--- src/rtl/exec_pkg.sv ---
// Purpose: shared constants, opcodes and states of the long-address execution block
// Assumes: 8-bit data path, 16-bit program words, 16-bit program addresses
// Notes: opcode values are local to this block, not the core's instruction encoding
package exec_pkg;

	// ----------------------------------------
	// widths and reset values
	// ----------------------------------------
	localparam int DATA_W = 8;
	localparam int PWORD_W = 16;
	localparam int PADDR_W = 16;
	localparam int BITSEL_W = 3;
	localparam logic [7:0] BYTE_RESET = 8'h00;
	localparam logic [7:0] BYTE_ZERO = 8'h00;
	localparam logic [7:0] PTR_STEP = 8'h01;
	// high address byte of the last program page
	localparam logic [7:0] LAST_PAGE_HIGH = 8'hFF;
	// nibble field positions
	localparam int LO_NIB_MSB = 3;
	localparam int HI_NIB_LSB = 4;
	localparam int HI_NIB_MSB = 7;
	// program word byte positions
	localparam int PW_LO_MSB = 7;
	localparam int PW_HI_LSB = 8;
	localparam int PW_HI_MSB = 15;

	// ----------------------------------------
	// opcodes and states
	// ----------------------------------------
	typedef enum logic [3:0] {
		OP_SWAP_NIBBLES_INTO_ACC = 4'h0,
		OP_SKIP_IF_ZERO_LONG = 4'h1,
		OP_COPY_SKIP_IF_ZERO_LONG = 4'h2,
		OP_SKIP_IF_BIT_ZERO = 4'h3,
		OP_TABLE_READ_PAGED = 4'h4,
		OP_TABLE_READ_LAST_PAGE = 4'h5,
		OP_INC_TABLE_READ_PAGED = 4'h6,
		OP_INC_TABLE_READ_LAST_PAGE = 4'h7,
		OP_XOR_INTO_ACC = 4'h8,
		OP_XOR_INTO_MEMORY = 4'h9
	} op_t;

	typedef enum logic [4:0] {
		ST_IDLE = 5'b00001,
		ST_TADDR = 5'b00010,
		ST_TDATA = 5'b00100,
		ST_SKIP1 = 5'b01000,
		ST_SKIP2 = 5'b10000
	} state_t;

	// ----------------------------------------
	// opcode classes
	// ----------------------------------------
	function automatic logic is_table(input op_t op);
		is_table = (op == OP_TABLE_READ_PAGED) || (op == OP_TABLE_READ_LAST_PAGE) ||
			(op == OP_INC_TABLE_READ_PAGED) || (op == OP_INC_TABLE_READ_LAST_PAGE);
	endfunction : is_table

	function automatic logic is_inc_table(input op_t op);
		is_inc_table = (op == OP_INC_TABLE_READ_PAGED) || (op == OP_INC_TABLE_READ_LAST_PAGE);
	endfunction : is_inc_table

	function automatic logic is_last_page(input op_t op);
		is_last_page = (op == OP_TABLE_READ_LAST_PAGE) || (op == OP_INC_TABLE_READ_LAST_PAGE);
	endfunction : is_last_page

	function automatic logic is_skip_op(input op_t op);
		is_skip_op = (op == OP_SKIP_IF_ZERO_LONG) || (op == OP_COPY_SKIP_IF_ZERO_LONG) ||
			(op == OP_SKIP_IF_BIT_ZERO);
	endfunction : is_skip_op

endpackage : exec_pkg

--- src/rtl/exec_if.sv ---
// Purpose: carrier between the sequencer, the data unit and the pointer unit
// Assumes: all signals on the core clock
// Notes: combinational paths only; state lives in the modules
`timescale 1ns/1ps
interface exec_if;
	import exec_pkg::*;
	op_t op;
	logic [DATA_W-1:0] operand;
	logic [DATA_W-1:0] acc;
	logic [BITSEL_W-1:0] bit_sel;
	logic [DATA_W-1:0] result;
	logic zero;
	logic skip;
	logic ptr_inc;
	logic ptr_last;
	logic [PADDR_W-1:0] addr;

	modport ctrl(output op, operand, acc, bit_sel, ptr_inc, ptr_last,
		input result, zero, skip, addr);
	modport alu(input op, operand, acc, bit_sel, output result, zero, skip);
	modport ptr(input ptr_inc, ptr_last, output addr);
endinterface : exec_if

--- src/rtl/data_unit.sv ---
// Purpose: byte results, zero test and skip condition of the long instructions
// Assumes: operand and accumulator are stable for the whole cycle
// Notes: purely combinational
`timescale 1ns/1ps
module data_unit
	import exec_pkg::*;
(
	exec_if.alu ex
);
	// ----------------------------------------
	// result and conditions
	// ----------------------------------------
	always_comb begin
		case (ex.op)
			OP_SWAP_NIBBLES_INTO_ACC: begin
				ex.result = {ex.operand[LO_NIB_MSB:0], ex.operand[HI_NIB_MSB:HI_NIB_LSB]}; // RULE_01
			end
			OP_XOR_INTO_ACC, OP_XOR_INTO_MEMORY: begin
				ex.result = ex.acc ^ ex.operand; // RULE_10
			end
			default: begin
				ex.result = ex.operand;
			end
		endcase
		ex.zero = (ex.result == BYTE_ZERO);
		case (ex.op)
			OP_SKIP_IF_ZERO_LONG, OP_COPY_SKIP_IF_ZERO_LONG: begin
				ex.skip = (ex.operand == BYTE_ZERO); // RULE_02
			end
			OP_SKIP_IF_BIT_ZERO: begin
				ex.skip = ~ex.operand[ex.bit_sel]; // RULE_05
			end
			default: begin
				ex.skip = 1'b0;
			end
		endcase
	end
endmodule : data_unit

--- src/rtl/table_ptr.sv ---
// Purpose: table pointer pair and program address for table reads
// Assumes: software writes come from the core on the same clock
// Notes: a software write in the same cycle as an increment wins
`timescale 1ns/1ps
module table_ptr
	import exec_pkg::*;
(
	input wire logic clock_i,
	input wire logic reset_i,
	input wire logic low_wr_i,
	input wire logic high_wr_i,
	input wire logic [DATA_W-1:0] wdata_i,
	output logic [DATA_W-1:0] low_o,
	output logic [DATA_W-1:0] high_o,
	exec_if.ptr ex
);
	logic [DATA_W-1:0] low_q;
	logic [DATA_W-1:0] low_d;
	logic [DATA_W-1:0] high_q;
	logic [DATA_W-1:0] high_d;

	// ----------------------------------------
	// pointer update
	// ----------------------------------------
	always_comb begin
		low_d = low_q;
		high_d = high_q;
		if (ex.ptr_inc) begin
			// 8-bit wrap, never carries into the high pointer
			low_d = low_q + PTR_STEP; // RULE_12
		end
		if (low_wr_i) begin
			low_d = wdata_i;
		end
		if (high_wr_i) begin
			high_d = wdata_i;
		end
	end

	always_ff @(posedge clock_i or posedge reset_i) begin
		if (reset_i) begin
			low_q <= BYTE_RESET;
			high_q <= BYTE_RESET;
		end else begin
			low_q <= low_d;
			high_q <= high_d;
		end
	end

	// ----------------------------------------
	// program address
	// ----------------------------------------
	always_comb begin
		if (ex.ptr_last) begin
			ex.addr = {LAST_PAGE_HIGH, low_q}; // RULE_07
		end else begin
			ex.addr = {high_q, low_q}; // RULE_06
		end
	end

	assign low_o = low_q;
	assign high_o = high_q;
endmodule : table_ptr

--- src/rtl/long_exec.sv ---
// Purpose: executes swap, skip, table read and xor long-address instructions
// Assumes: operand byte and program word come from same-clock core logic
// Notes: one instruction at a time; taken skips take three cycles, table reads three
//
// How it works
// RULE_01: swap copies operand nibbles crossed into accumulator; memory and flags untouched.
// RULE_02: byte skip writes operand back unchanged and skips when it is zero.
// RULE_03: a taken skip adds a dummy cycle, three cycles in all.
// RULE_04: copy-skip loads operand into accumulator, skips when it is zero.
// RULE_05: bit skip tests the chosen bit and skips when it is zero.
// RULE_06: paged table read uses both pointers; low byte to memory, high to register.
// RULE_07: last-page table read uses the low pointer inside the last page.
// RULE_08: increment paged read bumps the low pointer, then reads with it.
// RULE_09: increment last-page read bumps the low pointer, then reads last page.
// RULE_10: xor into accumulator stores accumulator xor operand; only zero flag changes.
// RULE_11: xor into memory writes the xor back; accumulator kept, zero flag updated.
// RULE_12: low pointer increment wraps at 256 and never touches the high pointer.
`timescale 1ns/1ps
module long_exec
	import exec_pkg::*;
(
	input wire logic clock_i,
	input wire logic reset_i,
	input wire logic instr_valid_i,
	input wire op_t instr_op_i,
	input wire logic [BITSEL_W-1:0] bit_sel_i,
	input wire logic [DATA_W-1:0] mem_rdata_i,
	input wire logic [PWORD_W-1:0] prog_data_i,
	input wire logic ptr_low_wr_i,
	input wire logic ptr_high_wr_i,
	input wire logic [DATA_W-1:0] ptr_wdata_i,
	output logic instr_ready_o,
	output logic done_o,
	output logic skip_o,
	output logic dummy_cycle_o,
	output logic [DATA_W-1:0] accumulator_o,
	output logic zero_flag_o,
	output logic mem_we_o,
	output logic [DATA_W-1:0] mem_wdata_o,
	output logic prog_rd_o,
	output logic [PADDR_W-1:0] prog_addr_o,
	output logic [DATA_W-1:0] table_read_high_byte_o,
	output logic [DATA_W-1:0] table_pointer_low_o,
	output logic [DATA_W-1:0] table_pointer_high_o
);
	// ----------------------------------------
	// state
	// ----------------------------------------
	state_t state_q;
	state_t state_d;
	logic [DATA_W-1:0] acc_q;
	logic [DATA_W-1:0] acc_d;
	logic zero_q;
	logic zero_d;
	logic we_q;
	logic we_d;
	logic [DATA_W-1:0] wdata_q;
	logic [DATA_W-1:0] wdata_d;
	logic [DATA_W-1:0] table_read_high_byte_q;
	logic [DATA_W-1:0] table_read_high_byte_d;
	logic done_q;
	logic done_d;
	logic skip_q;
	logic skip_d;
	logic last_q;
	logic last_d;
	logic take;

	exec_if ex();

	// ----------------------------------------
	// sub units
	// ----------------------------------------
	data_unit u_data (
		.ex(ex.alu)
	);

	table_ptr u_ptr (
		.clock_i(clock_i),
		.reset_i(reset_i),
		.low_wr_i(ptr_low_wr_i),
		.high_wr_i(ptr_high_wr_i),
		.wdata_i(ptr_wdata_i),
		.low_o(table_pointer_low_o),
		.high_o(table_pointer_high_o),
		.ex(ex.ptr)
	);

	assign take = instr_valid_i && (state_q == ST_IDLE);
	assign ex.op = instr_op_i;
	assign ex.operand = mem_rdata_i;
	assign ex.acc = acc_q;
	assign ex.bit_sel = bit_sel_i;
	// pointer moves at the accept edge so the read cycle already sees it
	assign ex.ptr_inc = take && is_inc_table(instr_op_i); // RULE_08 RULE_09
	assign ex.ptr_last = last_q;

	// ----------------------------------------
	// sequencer next state
	// ----------------------------------------
	always_comb begin
		state_d = state_q;
		acc_d = acc_q;
		zero_d = zero_q;
		we_d = 1'b0;
		wdata_d = wdata_q;
		table_read_high_byte_d = table_read_high_byte_q;
		done_d = 1'b0;
		skip_d = 1'b0;
		last_d = last_q;
		case (state_q)
			ST_IDLE: begin
				if (take) begin
					case (instr_op_i)
						OP_SWAP_NIBBLES_INTO_ACC: begin
							acc_d = ex.result; // RULE_01
						end
						OP_SKIP_IF_ZERO_LONG: begin
							we_d = 1'b1; // RULE_02
							wdata_d = mem_rdata_i; // RULE_02
						end
						OP_COPY_SKIP_IF_ZERO_LONG: begin
							acc_d = mem_rdata_i; // RULE_04
						end
						OP_XOR_INTO_ACC: begin
							acc_d = ex.result; // RULE_10
							zero_d = ex.zero; // RULE_10
						end
						OP_XOR_INTO_MEMORY: begin
							we_d = 1'b1; // RULE_11
							wdata_d = ex.result; // RULE_11
							zero_d = ex.zero; // RULE_11
						end
						default: begin
						end
					endcase
					if (is_table(instr_op_i)) begin
						last_d = is_last_page(instr_op_i); // RULE_07
						state_d = ST_TADDR;
					end else if (is_skip_op(instr_op_i) && ex.skip) begin
						skip_d = 1'b1; // RULE_03
						state_d = ST_SKIP1; // RULE_03
					end else begin
						done_d = 1'b1;
					end
				end
			end
			ST_TADDR: begin
				// program memory answers one cycle after the address
				state_d = ST_TDATA;
			end
			ST_TDATA: begin
				we_d = 1'b1; // RULE_06
				wdata_d = prog_data_i[PW_LO_MSB:0]; // RULE_06
				table_read_high_byte_d = prog_data_i[PW_HI_MSB:PW_HI_LSB]; // RULE_06
				done_d = 1'b1;
				state_d = ST_IDLE;
			end
			ST_SKIP1: begin
				state_d = ST_SKIP2; // RULE_03
			end
			ST_SKIP2: begin
				done_d = 1'b1;
				state_d = ST_IDLE; // RULE_03
			end
			default: begin
				state_d = ST_IDLE;
			end
		endcase
	end

	always_ff @(posedge clock_i or posedge reset_i) begin
		if (reset_i) begin
			state_q <= ST_IDLE;
			acc_q <= BYTE_RESET;
			zero_q <= 1'b0;
			we_q <= 1'b0;
			wdata_q <= BYTE_RESET;
			table_read_high_byte_q <= BYTE_RESET;
			done_q <= 1'b0;
			skip_q <= 1'b0;
			last_q <= 1'b0;
		end else begin
			state_q <= state_d;
			acc_q <= acc_d;
			zero_q <= zero_d;
			we_q <= we_d;
			wdata_q <= wdata_d;
			table_read_high_byte_q <= table_read_high_byte_d;
			done_q <= done_d;
			skip_q <= skip_d;
			last_q <= last_d;
		end
	end

	// ----------------------------------------
	// outputs
	// ----------------------------------------
	assign instr_ready_o = (state_q == ST_IDLE);
	assign done_o = done_q;
	assign skip_o = skip_q;
	// the slot where the fetched next instruction is discarded
	assign dummy_cycle_o = (state_q == ST_SKIP2); // RULE_03
	assign accumulator_o = acc_q;
	assign zero_flag_o = zero_q;
	assign mem_we_o = we_q;
	assign mem_wdata_o = wdata_q;
	assign prog_rd_o = (state_q == ST_TADDR);
	assign prog_addr_o = ex.addr;
	assign table_read_high_byte_o = table_read_high_byte_q;
endmodule : long_exec

--- config.mk ---
export PLATFORM = sky130hd
export DESIGN_NAME = long_exec
export DESIGN_NICKNAME = d
export VERILOG_FILES = /design/src/rtl/exec_pkg.sv /design/src/rtl/exec_if.sv /design/src/rtl/data_unit.sv /design/src/rtl/table_ptr.sv /design/src/rtl/long_exec.sv
export SDC_FILE = /design/constraint.sdc
export NUM_CORES = 1
export LEC_CHECK = 0
export BUFFER_PORTS_ARGS = -buffer_cell sky130_fd_sc_hd__buf_2
export CAP_MARGIN = 20
export CELL_PAD_IN_SITES_DETAIL_PLACEMENT = 0
export CELL_PAD_IN_SITES_GLOBAL_PLACEMENT = 1
export CORE_ASPECT_RATIO = 2
export CORE_UTILIZATION = 37
export CTS_BUF_LIST = sky130_fd_sc_hd__clkbuf_4
export DETAILED_ROUTE_END_ITERATION = 6
export GPL_ROUTABILITY_DRIVEN = 1
export GPL_TIMING_DRIVEN = 0
export PLACE_DENSITY_LB_ADDON = 0.15
export SLEW_MARGIN = 20
export SYNTH_ARGS = -nofsm -noshare
export SYNTH_HDL_FRONTEND = slang
export SYNTH_SLANG_ARGS = --single-unit
--- constraint.sdc ---
create_clock -name clock_i -period 2.56 [get_ports clock_i]
set_clock_uncertainty 0.15 [all_clocks]
set_input_delay 0.512 -clock clock_i [delete_from_list [all_inputs] [get_ports clock_i]]
set_output_delay 0.512 -clock clock_i [all_outputs]
set_load 0.05 [all_outputs]
# Yosys cells after proc, flatten, opt, wreduce, memory -nomap -nowiden
# Cells that the tools add are included.
dict set report op_classes {
  order_cmp 1
  n_bitwise 2
  n_eq_ne 17
  add_sub_neg 1
  reduce_logical 26
  muxes 26
}
# op n
set op_table {}
lappend op_table {{case mux 8 bit (2 select lines)} 4}
lappend op_table {{two-way mux 8 bit} 3}
lappend op_table {{equality test 4 x 3 -> 1 bit, second input constant} 4}
lappend op_table {{logical NOT 8 bit} 2}
lappend op_table {{two-way mux 16 bit} 1}
lappend op_table {{two-way mux 5 bit} 3}
lappend op_table {{case mux 5 bit (3 select lines)} 1}
lappend op_table {{AND reduction 3 bit} 4}
lappend op_table {{two-way mux 1 bit} 10}
lappend op_table {{OR reduction 2 bit} 5}
lappend op_table {{adder 8 x 1 -> 8 bit, second input constant} 1}
lappend op_table {{equality test 4 x 2 -> 1 bit, second input constant} 2}
lappend op_table {{equality test 4 bit, second input constant} 2}
lappend op_table {{XOR 8 bit} 1}
lappend op_table {{logical OR 1 bit} 7}
lappend op_table {{!= test 3 x 1 -> 1 bit, second input constant} 2}
lappend op_table {{case mux 1 bit (2 select lines)} 3}
lappend op_table {{nonzero test 2 bit} 3}
lappend op_table {{equality test 5 x 1 -> 1 bit, second input constant} 1}
lappend op_table {{equality test 5 x 2 -> 1 bit, second input constant} 1}
lappend op_table {{equality test 5 x 3 -> 1 bit, second input constant} 1}
lappend op_table {{equality test 5 x 4 -> 1 bit, second input constant} 1}
lappend op_table {{equality test 5 bit, second input constant} 1}
lappend op_table {{equality test 4 x 1 -> 1 bit, second input constant} 1}
lappend op_table {{7 further kinds} 9}
dict set report word_totals {
  out_inout_bits 63
  in_bits 44
  register_bits 50
}

# Logic depth before layout (Yosys ltp)
# Gate-level depths: netlist of run 1.
dict set report logic_depth {
  ltp_word 9
  mapped_depth 8
  ltp_nobuf 5
}

# Modules after synthesis
# From an unflattened synthesis of run 1, not the netlist that was laid out.
dict set report hier_totals {
  hier_cells 289
  area_unflattened_um2 3020.4
}
# module n_inst cells_per_inst seq_area_each_um2 area_per_inst_um2
set by_module_without_submodules {}
lappend by_module_without_submodules {long_exec 1 126 852.1 1635.3}
lappend by_module_without_submodules {table_ptr 1 83 400.4 867.1}
lappend by_module_without_submodules {data_unit 1 80 0.0 518.0}

# Worst setup path after synthesis of run 1
# Ideal clock, no wire load.
dict set report synth_timing {
  kind {flip-flop to output port}
  from {register state_q[0]}
  to {output port dummy_cycle_o}
  arrival_time_ns 2.311
  t_required_ns 1.898
  n_path_buf 0
  stages_incl_launch_ff 3
  setup_slack_ns -0.413
  cell_sequence {dfstp_2 > or2_2 > nor4b_1}
}
dict set report synth_between {
  elab_chain_len 1
}
# element line_no
set synth_rtl {}
lappend synth_rtl {{start: declaration} long_exec.sv:49} ;# state_t state_q;
lappend synth_rtl {{start signal: assignment} long_exec.sv:184} ;# state_q <= state_d;
lappend synth_rtl {{equality test 5 bit} long_exec.sv:203} ;# assign dummy_cycle_o = (state_q == ST_SKIP2);
lappend synth_rtl {{end: declaration} long_exec.sv:35} ;# output logic dummy_cycle_o,
# Every way passes these cells.

# Final worst setup path of run 1
dict set report layout_timing {
  from {register state_q[4]}
  to {output port prog_rd_o}
}
dict set report layout_between {
  elab_chain_len 1
}
# element line_no
set layout_rtl {}
lappend layout_rtl {{equality test 5 x 2 -> 1 bit} long_exec.sv:208} ;# assign prog_rd_o = (state_q == ST_TADDR);
lappend layout_rtl {{end: declaration} long_exec.sv:40} ;# output logic prog_rd_o,
# Every way passes these cells.

==> out/results.txt, run 1 <==
outcome - finished, final reports clean
fraction of registers with async set/reset - 100%
hold path start - prog_data_i[15]
IO Count - 107
post-synth top area share - 44.0%
initial core utilization - 38.3%
CTS tree - built
worst setup path startpoint - state_q[4]$_DFFE_PP0P_
WL/cell - 16.2 um
row count - 44
area of the mapped netlist - 2790 sq um
DR pass1 iterations - 5
Psw - 0.00127 W
final setup margin - 64.1 ps
Reg-to-Reg Start - state_q[4]$_DFFE_PP0P_
Residual DRC - 0
GR Overflow Total - 0
Crit path buffers/inverters - 2
Post-synth top cells - dfrtp_1, nand2_1, o21ai_0
CTS H-tree depth - 2
synth unique cells - 43
Pleak - 1.63 nW
port bufs - 93
leading area contributor after synthesis - dfrtp_1
final worst path period share - 97.5%
drt total wl - 8.06 mm
most frequent CP cell - buf_6
final setup fails - 0
RSZ-0062 raised after global routing - false
core area - 7270 sq um
total of max-cap violations - 0
Tmin final - 2500 ps
crit start category - flip-flop
crit-path max FO - 6
Worst-path clk slew - 160 ps
pin count of the biggest net entering global routing - 29
top-count cell post-synth - dfrtp_1
critical path's largest stage delay - 470 ps
dpl cell area - 3400 sq um
Req. time, crit path - 1900 ps
Clk network pwr share - 18.1%
ANT cells - 0
combinational power share - 43.2%
cts bufs inserted - 5
clk sinks - 50
switch share - 46.6%
vias in the first global route - 2599
HPWL Detailed - 6.29 mm
first-pass GRT wire length - 13.1 mm
family with the most delay on the worst path - simple AND/OR/NAND/NOR gates
Placement Setup Slack - -137 ps
antenna violations before repair - 0
total track usage - 21.6%
post-route cell area - 3510 sq um
crit path DAT - 1830 ps
max_slew headroom - 35.0%
Area Overhead vs Synth - 26.2%
yosys warns - 0
postcts setup bufs - 0
Post-synth EDFFs - 0
Layout Utilization - 48.4%
Post-Syn Area per Cell - 9.22 sq um
GR Util met1 - 21.5%
met2 usage - 40.8%
Slew @ Worst Pin - 967 ps
crit-path cells - or3_1 -> buf_6 -> nor3b_4 -> buf_6
CTS max path bufs - 2
Max VDD drop - 0.329 mV
via density per instance - 5.16
root buffer cell - clkbuf_4
met3 usage - 3.02%
CP Class - reg2out
fin nets - 449
Pint - 0.00146 W
total number of vias - 2565
Synth Register Bits - 50
Seq/Total Area, Yosys - 45.0%
P per Cell Area - 777 nW/um^2
Critical-path top delay cell - dfrtp_2
CP endpoint kind - output port
layer with the highest usage - met2
routability congestion estimate - 0.866
Slew Limit Fails - 0
ANT nets after route - 0
Synth Net Count - 347
Primary FF master, synth - dfrtp_1
Synth Instances - 302
setup tns final - 0 ps
fraction of layout cells with a size suffix above 1 - 35.6%
f_max - 401 MHz
die width - 63.4 um
starting DRC count in detailed routing - 121
Worst-Skew Late Latency - 370 ps
Synth area leaders - dfrtp_1, nand2_1, o21ai_0
DIE AREA - 7900 sq um
die height - 125 um
Hold Path Class - in2reg
share of power burned in registers - 38.7%
final hold vios - 0
-- worst reg2reg max path: cells and delay by family (launching register included) --
family        cells  cell delay (ps)
mux               1              260
flops             1              470
buf+inv           1              150
xor+xnor          1              170
simple gates      3             1160
-- cells in the final DEF (no fill, tap or decap), drive strengths merged, types with 5 or more instances in the layout --
cell type	n
nor2	17
nand3	7
mux2	10
clkbuf	24
mux2i	5
nand4	6
nand2	47
xnor2	5
a22oi	14
buf	106
nor4	6
or2	9
o21ai	37
dfrtp	49
xor2	18
-- flip-flops by register name (all words and copies together) (netlist names) --
name                    cells
accumulator_o               8
mem_wdata_o                 8
table_read_high_byte_o      8
u_ptr.high_o                8
u_ptr.low_o                 8
state_q                     5
done_o                      1
ex.ptr_last                 1
mem_we_o                    1
skip_o                      1
zero_flag_o                 1
-- path summary, 6_finish.rpt --
path | cells after the start | slack (ps) | end
hold reg to reg | 2 | 340 | table_read_high_byte_o[5]$_DFFE_PP0P_
setup reg to reg | 6 | 110 | u_ptr.low_o[5]$_DFFE_PP0P_
setup / recovery | 4 | 60 | prog_rd_o
max in group asynchronous | 4 | 1110 | state_q[0]$_DFFE_PP1P_
min in group asynchronous | 3 | 540 | mem_wdata_o[5]$_DFFE_PP0P_
hold / removal | 3 | 160 | table_read_high_byte_o[7]$_DFFE_PP0P_
-- logic make-up (layout without fill, tap and decap cells) --
| group | count (synthesis) | after routing | share of synthesized area (%) |
|---|---|---|---|
| flip-flops | 50 | 50 | 45.0 |
| multiplexers | 15 | 15 | 5.84 |
| AND/OR/NAND/NOR | 114 | 114 | 20.6 |
| XOR/XNOR | 23 | 23 | 7.23 |
| AO/OA/AOI/OAI | 66 | 66 | 14.5 |
| adder cells (fa/ha/maj) | 1 | 1 | 0.449 |
| buffers and inverters | 33 | 136 | 6.42 |
-- stage by stage --
step	power (W)	hold WS, ps	instances
2_1_floorplan	0.00195	361	302
3_3_place_gp	0.00224	304	487
3_5_place_dp	0.00226	307	488
4_1_cts	0.00276	139	497
5_1_grt	0.00287	160	497
6_report	0.00273	162	497
-- power groups by stage --
stage	logic, W	registers [W]	clock network, W
after floorplan	0.000444	0.00151	0
after global placement	0.00117	0.00107	0
after detailed placement	0.00118	0.00107	0
after CTS	0.00119	0.00106	0.000513
after global routing	0.00125	0.00108	0.000539
final	0.00118	0.00106	0.000494
-- final cells by class --
class	instances	area (sq um)
Clock buffer	7	52.6
Timing Repair Buffer	95	504
Sequential cell	50	1250
Buffer	29	164
Multi-Input combinational cell	219	1380
Fill cell	761	3750
Inverter	4	15.0
Clock inverter	1	30.0
Tap cell	92	115
-- timing repair --
action,CTS,global route
hold endpoints to repair,11,0
endpoints found under the setup margin,2,9
resized for setup,3,3
hold buffers,1,0
-- layer usage --
metal | vias to the layer above | part of all wire [%]
met2 | 88 | 58
met3 | 18 | 3.4
met5 | - | 0
li1 | 1252 | -
met4 | 0 | 3.7
met1 | 1207 | 35
(Power assumes the default switching activity.)
==> run 2, diff against run 1 <==
- clock period: 2.56 -> 2.3 ns (I/O delays scaled with it)
==> out/results.txt, run 2 (same netlist as run 1, synthesis figures left out) <==
hold path start - prog_data_i[15]
Placement Setup Slack - -345 ps
Slew @ Worst Pin - 869 ps
row count - 44
final hold vios - 0
pin count of the biggest net entering global routing - 29
reg2reg path depth - 7
Layout Utilization - 49.3%
Crit path buffers/inverters - 1
f_max - 436 MHz
total of max-cap violations - 0
total number of vias - 2596
final worst path period share - 99.8%
most frequent cells in the layout - buf_2, dfrtp_1, nand2_1, o21ai_0, xor2_1
final setup margin - 4.18 ps
antenna violations before repair - 0
crit-path max FO - 5
Req. time, crit path - 1690 ps
port bufs - 93
critical path's largest stage delay - 440 ps
core area - 7270 sq um
P per Cell Area - 849 nW/um^2
WL/cell - 16.1 um
combinational power share - 43.5%
fill cell count - 756
GR Overflow Total - 0
worst reg2reg setup slack - 30 ps
die width - 63.4 um
routability congestion estimate - 0.866
HPWL Detailed - 6.29 mm
IO Count - 107
CTS max path bufs - 2
Hold Path Class - in2reg
DIE AREA - 7900 sq um
Worst R2R End - u_ptr.low_o[5]$_DFFE_PP0P_
Pint - 0.00163 W
CTS H-tree depth - 2
Residual DRC - 0
Design Power - 0.00304 W
CP endpoint kind - output port
vias in the first global route - 2658
WHS Path Cells - 3
total track usage - 21.9%
final setup fails - 0
starting DRC count in detailed routing - 114
DR pass1 iterations - 5
switch share - 46.5%
fraction of layout cells with a size suffix above 1 - 38.0%
clk sinks - 50
CTS tree - built
Slew Limit Fails - 0
Reg-to-Reg Start - state_q[2]$_DFFE_PP0P_
family with the most delay on the worst path - simple AND/OR/NAND/NOR gates
Psw - 0.00141 W
root buffer cell - clkbuf_4
first-pass GRT wire length - 13.2 mm
Pleak - 1.66 nW
crit-path cells - or3_4 -> nor3b_4 -> buf_6
CP Class - reg2out
via density per instance - 5.16
Tmin final - 2300 ps
crit start category - flip-flop
Worst Hold End - table_read_high_byte_o[7]$_DFFE_PP0P_
Worst-Skew Late Latency - 370 ps
Clk network pwr share - 17.9%
crit path DAT - 1690 ps
Max VDD drop - 0.367 mV
Critical-path top delay cell - or3_4
setup tns final - 0 ps
max_slew headroom - 41.6%
share of power burned in registers - 38.6%
Area Overhead vs Synth - 28.8%
cts bufs inserted - 5
ANT cells - 0
fin nets - 455
drt total wl - 8.10 mm
Worst-path clk slew - 150 ps
RSZ-0062 raised after global routing - true
commonest non-fill, non-tap cell in the layout - buf_2
die height - 125 um
ANT nets after route - 0
outcome - finished, final reports clean
initial core utilization - 38.3%
## run 2: stage by stage
| stage | std cells | cell area, sq um | hold WS, ps |
|---|---|---|---|
| 2_1_floorplan | 302 | 2800 | 361 |
| 3_3_place_gp | 487 | 3380 | 304 |
| 3_5_place_dp | 488 | 3400 | 307 |
| 4_1_cts | 501 | 3560 | 87.0 |
| 5_1_grt | 503 | 3590 | 108 |
| 6_report | 503 | 3590 | 118 |
## run 2: worst max path at each step
| stage | startpoint | to | slack (ps) | cells after the start |
|---|---|---|---|---|
| 4_1_cts | state_q[2]$_DFFE_PP0P_ | prog_rd_o | -110 | 5 |
| 5_1_grt | state_q[2]$_DFFE_PP0P_ | prog_rd_o | -60 | 3 |
| 2_1_floorplan | state_q[2]$_DFFE_PP0P_ | prog_rd_o | 60 | 4 |
| 3_5_place_dp | instr_op_i[0] | accumulator_o[0]$_DFFE_PP0P_ | -350 | 6 |
| 3_3_place_gp | instr_op_i[3] | accumulator_o[1]$_DFFE_PP0P_ | -390 | 5 |
| 6_report | state_q[2]$_DFFE_PP0P_ | prog_rd_o | 4 | 3 |
## run 2: routing by layer
| metal | global-route usage, % | vias to the layer above | wire [um] |
|---|---|---|---|
| met5 | 0 | - | 0 |
| met4 | 12.4 | 0 | 248 |
| met3 | 3.02 | 12 | 289 |
| met2 | 41.7 | 87 | 4830 |
| met1 | 21.5 | 1230 | 2730 |
| li1 | - | 1267 | - |
## run 2: worst register-to-register path: stages (launching register included)
cell     delay, ps
dfrtp_1        420
or3_4          440
buf_4          160
nor4_4         250
buf_4          190
nand4_1        150
xnor2_1        160
mux2_2         260
## run 2: power groups by stage
stage | Clock (W) | Sequential (W) | Combinational, W
2_1_floorplan | 0 | 0.00168 | 0.000494
3_3_place_gp | 0 | 0.00119 | 0.00130
3_5_place_dp | 0 | 0.00119 | 0.00132
4_1_cts | 0.000571 | 0.00118 | 0.00133
5_1_grt | 0.000598 | 0.00120 | 0.00140
6_report | 0.000545 | 0.00117 | 0.00132
## run 2: what timing repair did
action | CTS | global route
gates cloned | 0 | 0
pin swaps | 2 | 3
setup endpoints to repair | 20 | 22
setup buffers | 4 | 4
resized for setup | 10 | 4
hold endpoints to repair | 22 | 0
hold buffers | 1 | 0
## run 2: area by class of cell
cell class / instances / area [sq um] / share of cell area [%]
Inverter: 4 / 15.0 / 0.419
Multi-Input combinational cell: 219 / 1410 / 39.3
Buffer: 27 / 141 / 3.94
Tap cell: 92 / 115 / 3.21
Sequential cell: 50 / 1250 / 35.0
Timing Repair Buffer: 103 / 571 / 15.9
Clock inverter: 1 / 30.0 / 0.837
Clock buffer: 7 / 52.6 / 1.47
==> run 3, diff against run 2 <==
--- a/config.mk
+++ b/config.mk
@@ -11,5 +11,5 @@
 export CELL_PAD_IN_SITES_GLOBAL_PLACEMENT = 1
 export CORE_ASPECT_RATIO = 2
-export CORE_UTILIZATION = 37
+export CORE_UTILIZATION = 39
 export CTS_BUF_LIST = sky130_fd_sc_hd__clkbuf_4
 export DETAILED_ROUTE_END_ITERATION = 6
@@ -20,3 +20,4 @@
 export SYNTH_ARGS = -nofsm -noshare
 export SYNTH_HDL_FRONTEND = slang
+export SYNTH_HIERARCHICAL = 1
 export SYNTH_SLANG_ARGS = --single-unit
--- a/constraint.sdc
+++ b/constraint.sdc
@@ -3,3 +3,3 @@
 set_input_delay 0.46 -clock clock_i [delete_from_list [all_inputs] [get_ports clock_i]]
 set_output_delay 0.46 -clock clock_i [all_outputs]
-set_load 0.05 [all_outputs]
+set_load 0.02 [all_outputs]
==> out/results.txt, run 3 <==
Slew Limit Fails - 0
IO Count - 107
Area Overhead vs Synth - 27.6%
starting DRC count in detailed routing - 110
CP endpoint kind - flip-flop
clk sinks - 50
leading area contributor after synthesis - dfrtp_1
routability congestion estimate - 0.927
cts bufs inserted - 5
total track usage - 22.1%
Synth Register Bits - 50
CTS max path bufs - 2
Worst-path clk slew - 150 ps
post-synth top area share - 40.6%
Hold Path Class - in2reg
pin count of the biggest net entering global routing - 20
Primary FF master, synth - dfrtp_1
P per Cell Area - 659 nW/um^2
total of max-cap violations - 0
total number of vias - 2659
Post-synth top cells - dfrtp_1, mux2_2, nand2_1
GR Util met1 - 20.8%
Post-Syn Area per Cell - 10.5 sq um
Req. time, crit path - 2470 ps
port bufs - 104
Max VDD drop - 0.313 mV
HPWL Detailed - 6.68 mm
Slew @ Worst Pin - 765 ps
outcome - finished, final reports clean
antenna violations before repair - 1
initial core utilization - 40.0%
final setup fails - 0
RSZ-0062 raised after global routing - true
crit start category - flip-flop
Synth area leaders - dfrtp_1, mux2_2, mux2i_1
met2 usage - 43.4%
drt total wl - 8.44 mm
first-pass GRT wire length - 13.3 mm
Layout Utilization - 51.1%
fraction of layout cells with a size suffix above 1 - 50.6%
fraction of registers with async set/reset - 100%
Synth Instances - 289
crit path DAT - 2380 ps
top-count cell post-synth - dfrtp_1
Tmin final - 2210 ps
via density per instance - 5.23
f_max - 452 MHz
root buffer cell - clkbuf_4
Residual DRC - 0
synth unique cells - 57
max_slew headroom - 48.4%
die height - 126 um
final hold vios - 0
Design Power - 0.00254 W
CTS tree - built
DR pass1 iterations - 4
fin nets - 457
Pleak - 1.86 nW
Worst-Skew Late Latency - 390 ps
crit-path max FO - 6
area of the mapped netlist - 3020 sq um
met3 usage - 3.33%
Placed Cells - 488
core area - 7540 sq um
layer with the highest usage - met2
commonest non-fill, non-tap cell in the layout - buf_2
die width - 64.2 um
CTS H-tree depth - 2
Finished Layout Cells - 508
DIE AREA - 8120 sq um
ANT nets after route - 0
vias in the first global route - 2584
GR Overflow Total - 0
CP Class - reg2reg
Synth Net Count - 334
final worst path period share - 96.2%
WL/cell - 16.6 um
Seq/Total Area, Yosys - 41.5%
most frequent cells in the layout - buf_2, dfrtp_1, mux2_2, nand2_1, buf_4
yosys warns - 6
row count - 45
Post-synth EDFFs - 0
-- run 3: where the power goes --
| group | switching [W] | internal, W |
|---|---|---|
| logic | 0.000543 | 0.000406 |
| clock network | 0.000285 | 0.000158 |
| registers | 0.000125 | 0.00103 |
| total | 0.000952 | 0.00159 |
-- run 3: repair_timing --
action                                  CTS  global route
resized for setup                         3             4
hold buffers                              1             0
pin swaps                                 2             4
hold endpoints to repair                 26             0
gates cloned                              0             0
buffers inserted                          3             7
endpoints found under the setup margin    3             7
-- run 3: worst max-delay path: stages (launching register included) --
cell	delay [ps]
dfrtp_2	460
and2b_1	240
nand3_2	130
nor3_4	160
and2_4	160
buf_6	120
nand4_4	140
or4_1	490
nand3_1	90
-- run 3: worst paths after layout --
kind	from	end	slack, ps	cells after the start
worst max-delay path	state_q[4]$_DFFE_PP0P_	u_ptr/low_o[7]$_DFFE_PP0P_	90	8
worst min-delay path	prog_data_i[7]	mem_wdata_o[7]$_DFFE_PP0P_	120	3
worst max register to register	state_q[4]$_DFFE_PP0P_	u_ptr/low_o[7]$_DFFE_PP0P_	90	8
worst min register to register	table_read_high_byte_o[3]$_DFFE_PP0P_	table_read_high_byte_o[3]$_DFFE_PP0P_	370	1
max in group asynchronous	reset_i	state_q[0]$_DFFE_PP1P_	960	4
min in group asynchronous	reset_i	table_read_high_byte_o[5]$_DFFE_PP0P_	480	3
-- run 3: cell type report --
cell class,count,area [sq um]
fill,773,3690
multi-input combinational,202,1600
tap,94,118
timing repair buffer,116,633
buffer,20,123
inverter,17,63.8
clock buffer,8,60.1
antenna,1,2.50
sequential,50,1250
-- run 3: routing by layer --
metal  wire, um  up-vias
li1           -     1278
met1       2860     1264
met2       4920       99
met3        356       18
met4        293        0
met5          0        -
-- run 3: logic make-up after synthesis --
| group | share of synthesized area (%) |
|---|---|
| DFF | 41.5 |
| xor gates and xnor gates | 2.32 |
| buffers and inverters | 6.17 |
| muxes | 18.2 |
| AOI/OAI and AO/OA | 10.6 |
| adders and majority gates | 0.414 |
| and+or+nand+nor | 20.9 |
-- run 3: metrics by stage --
stage / area [sq um] / hold slack [ps] / TNS (ps) / setup WS [ps]
final: 3850 / 123 / 0 / 87.1
after global routing: 3850 / 114 / -2.69 / -2.13
after CTS: 3790 / 102 / 0 / 0.326
after detailed placement: 3690 / 342 / -2560 / -355
after global placement: 3660 / 334 / -2410 / -340
after floorplan: 3020 / 224 / 0 / 80.8
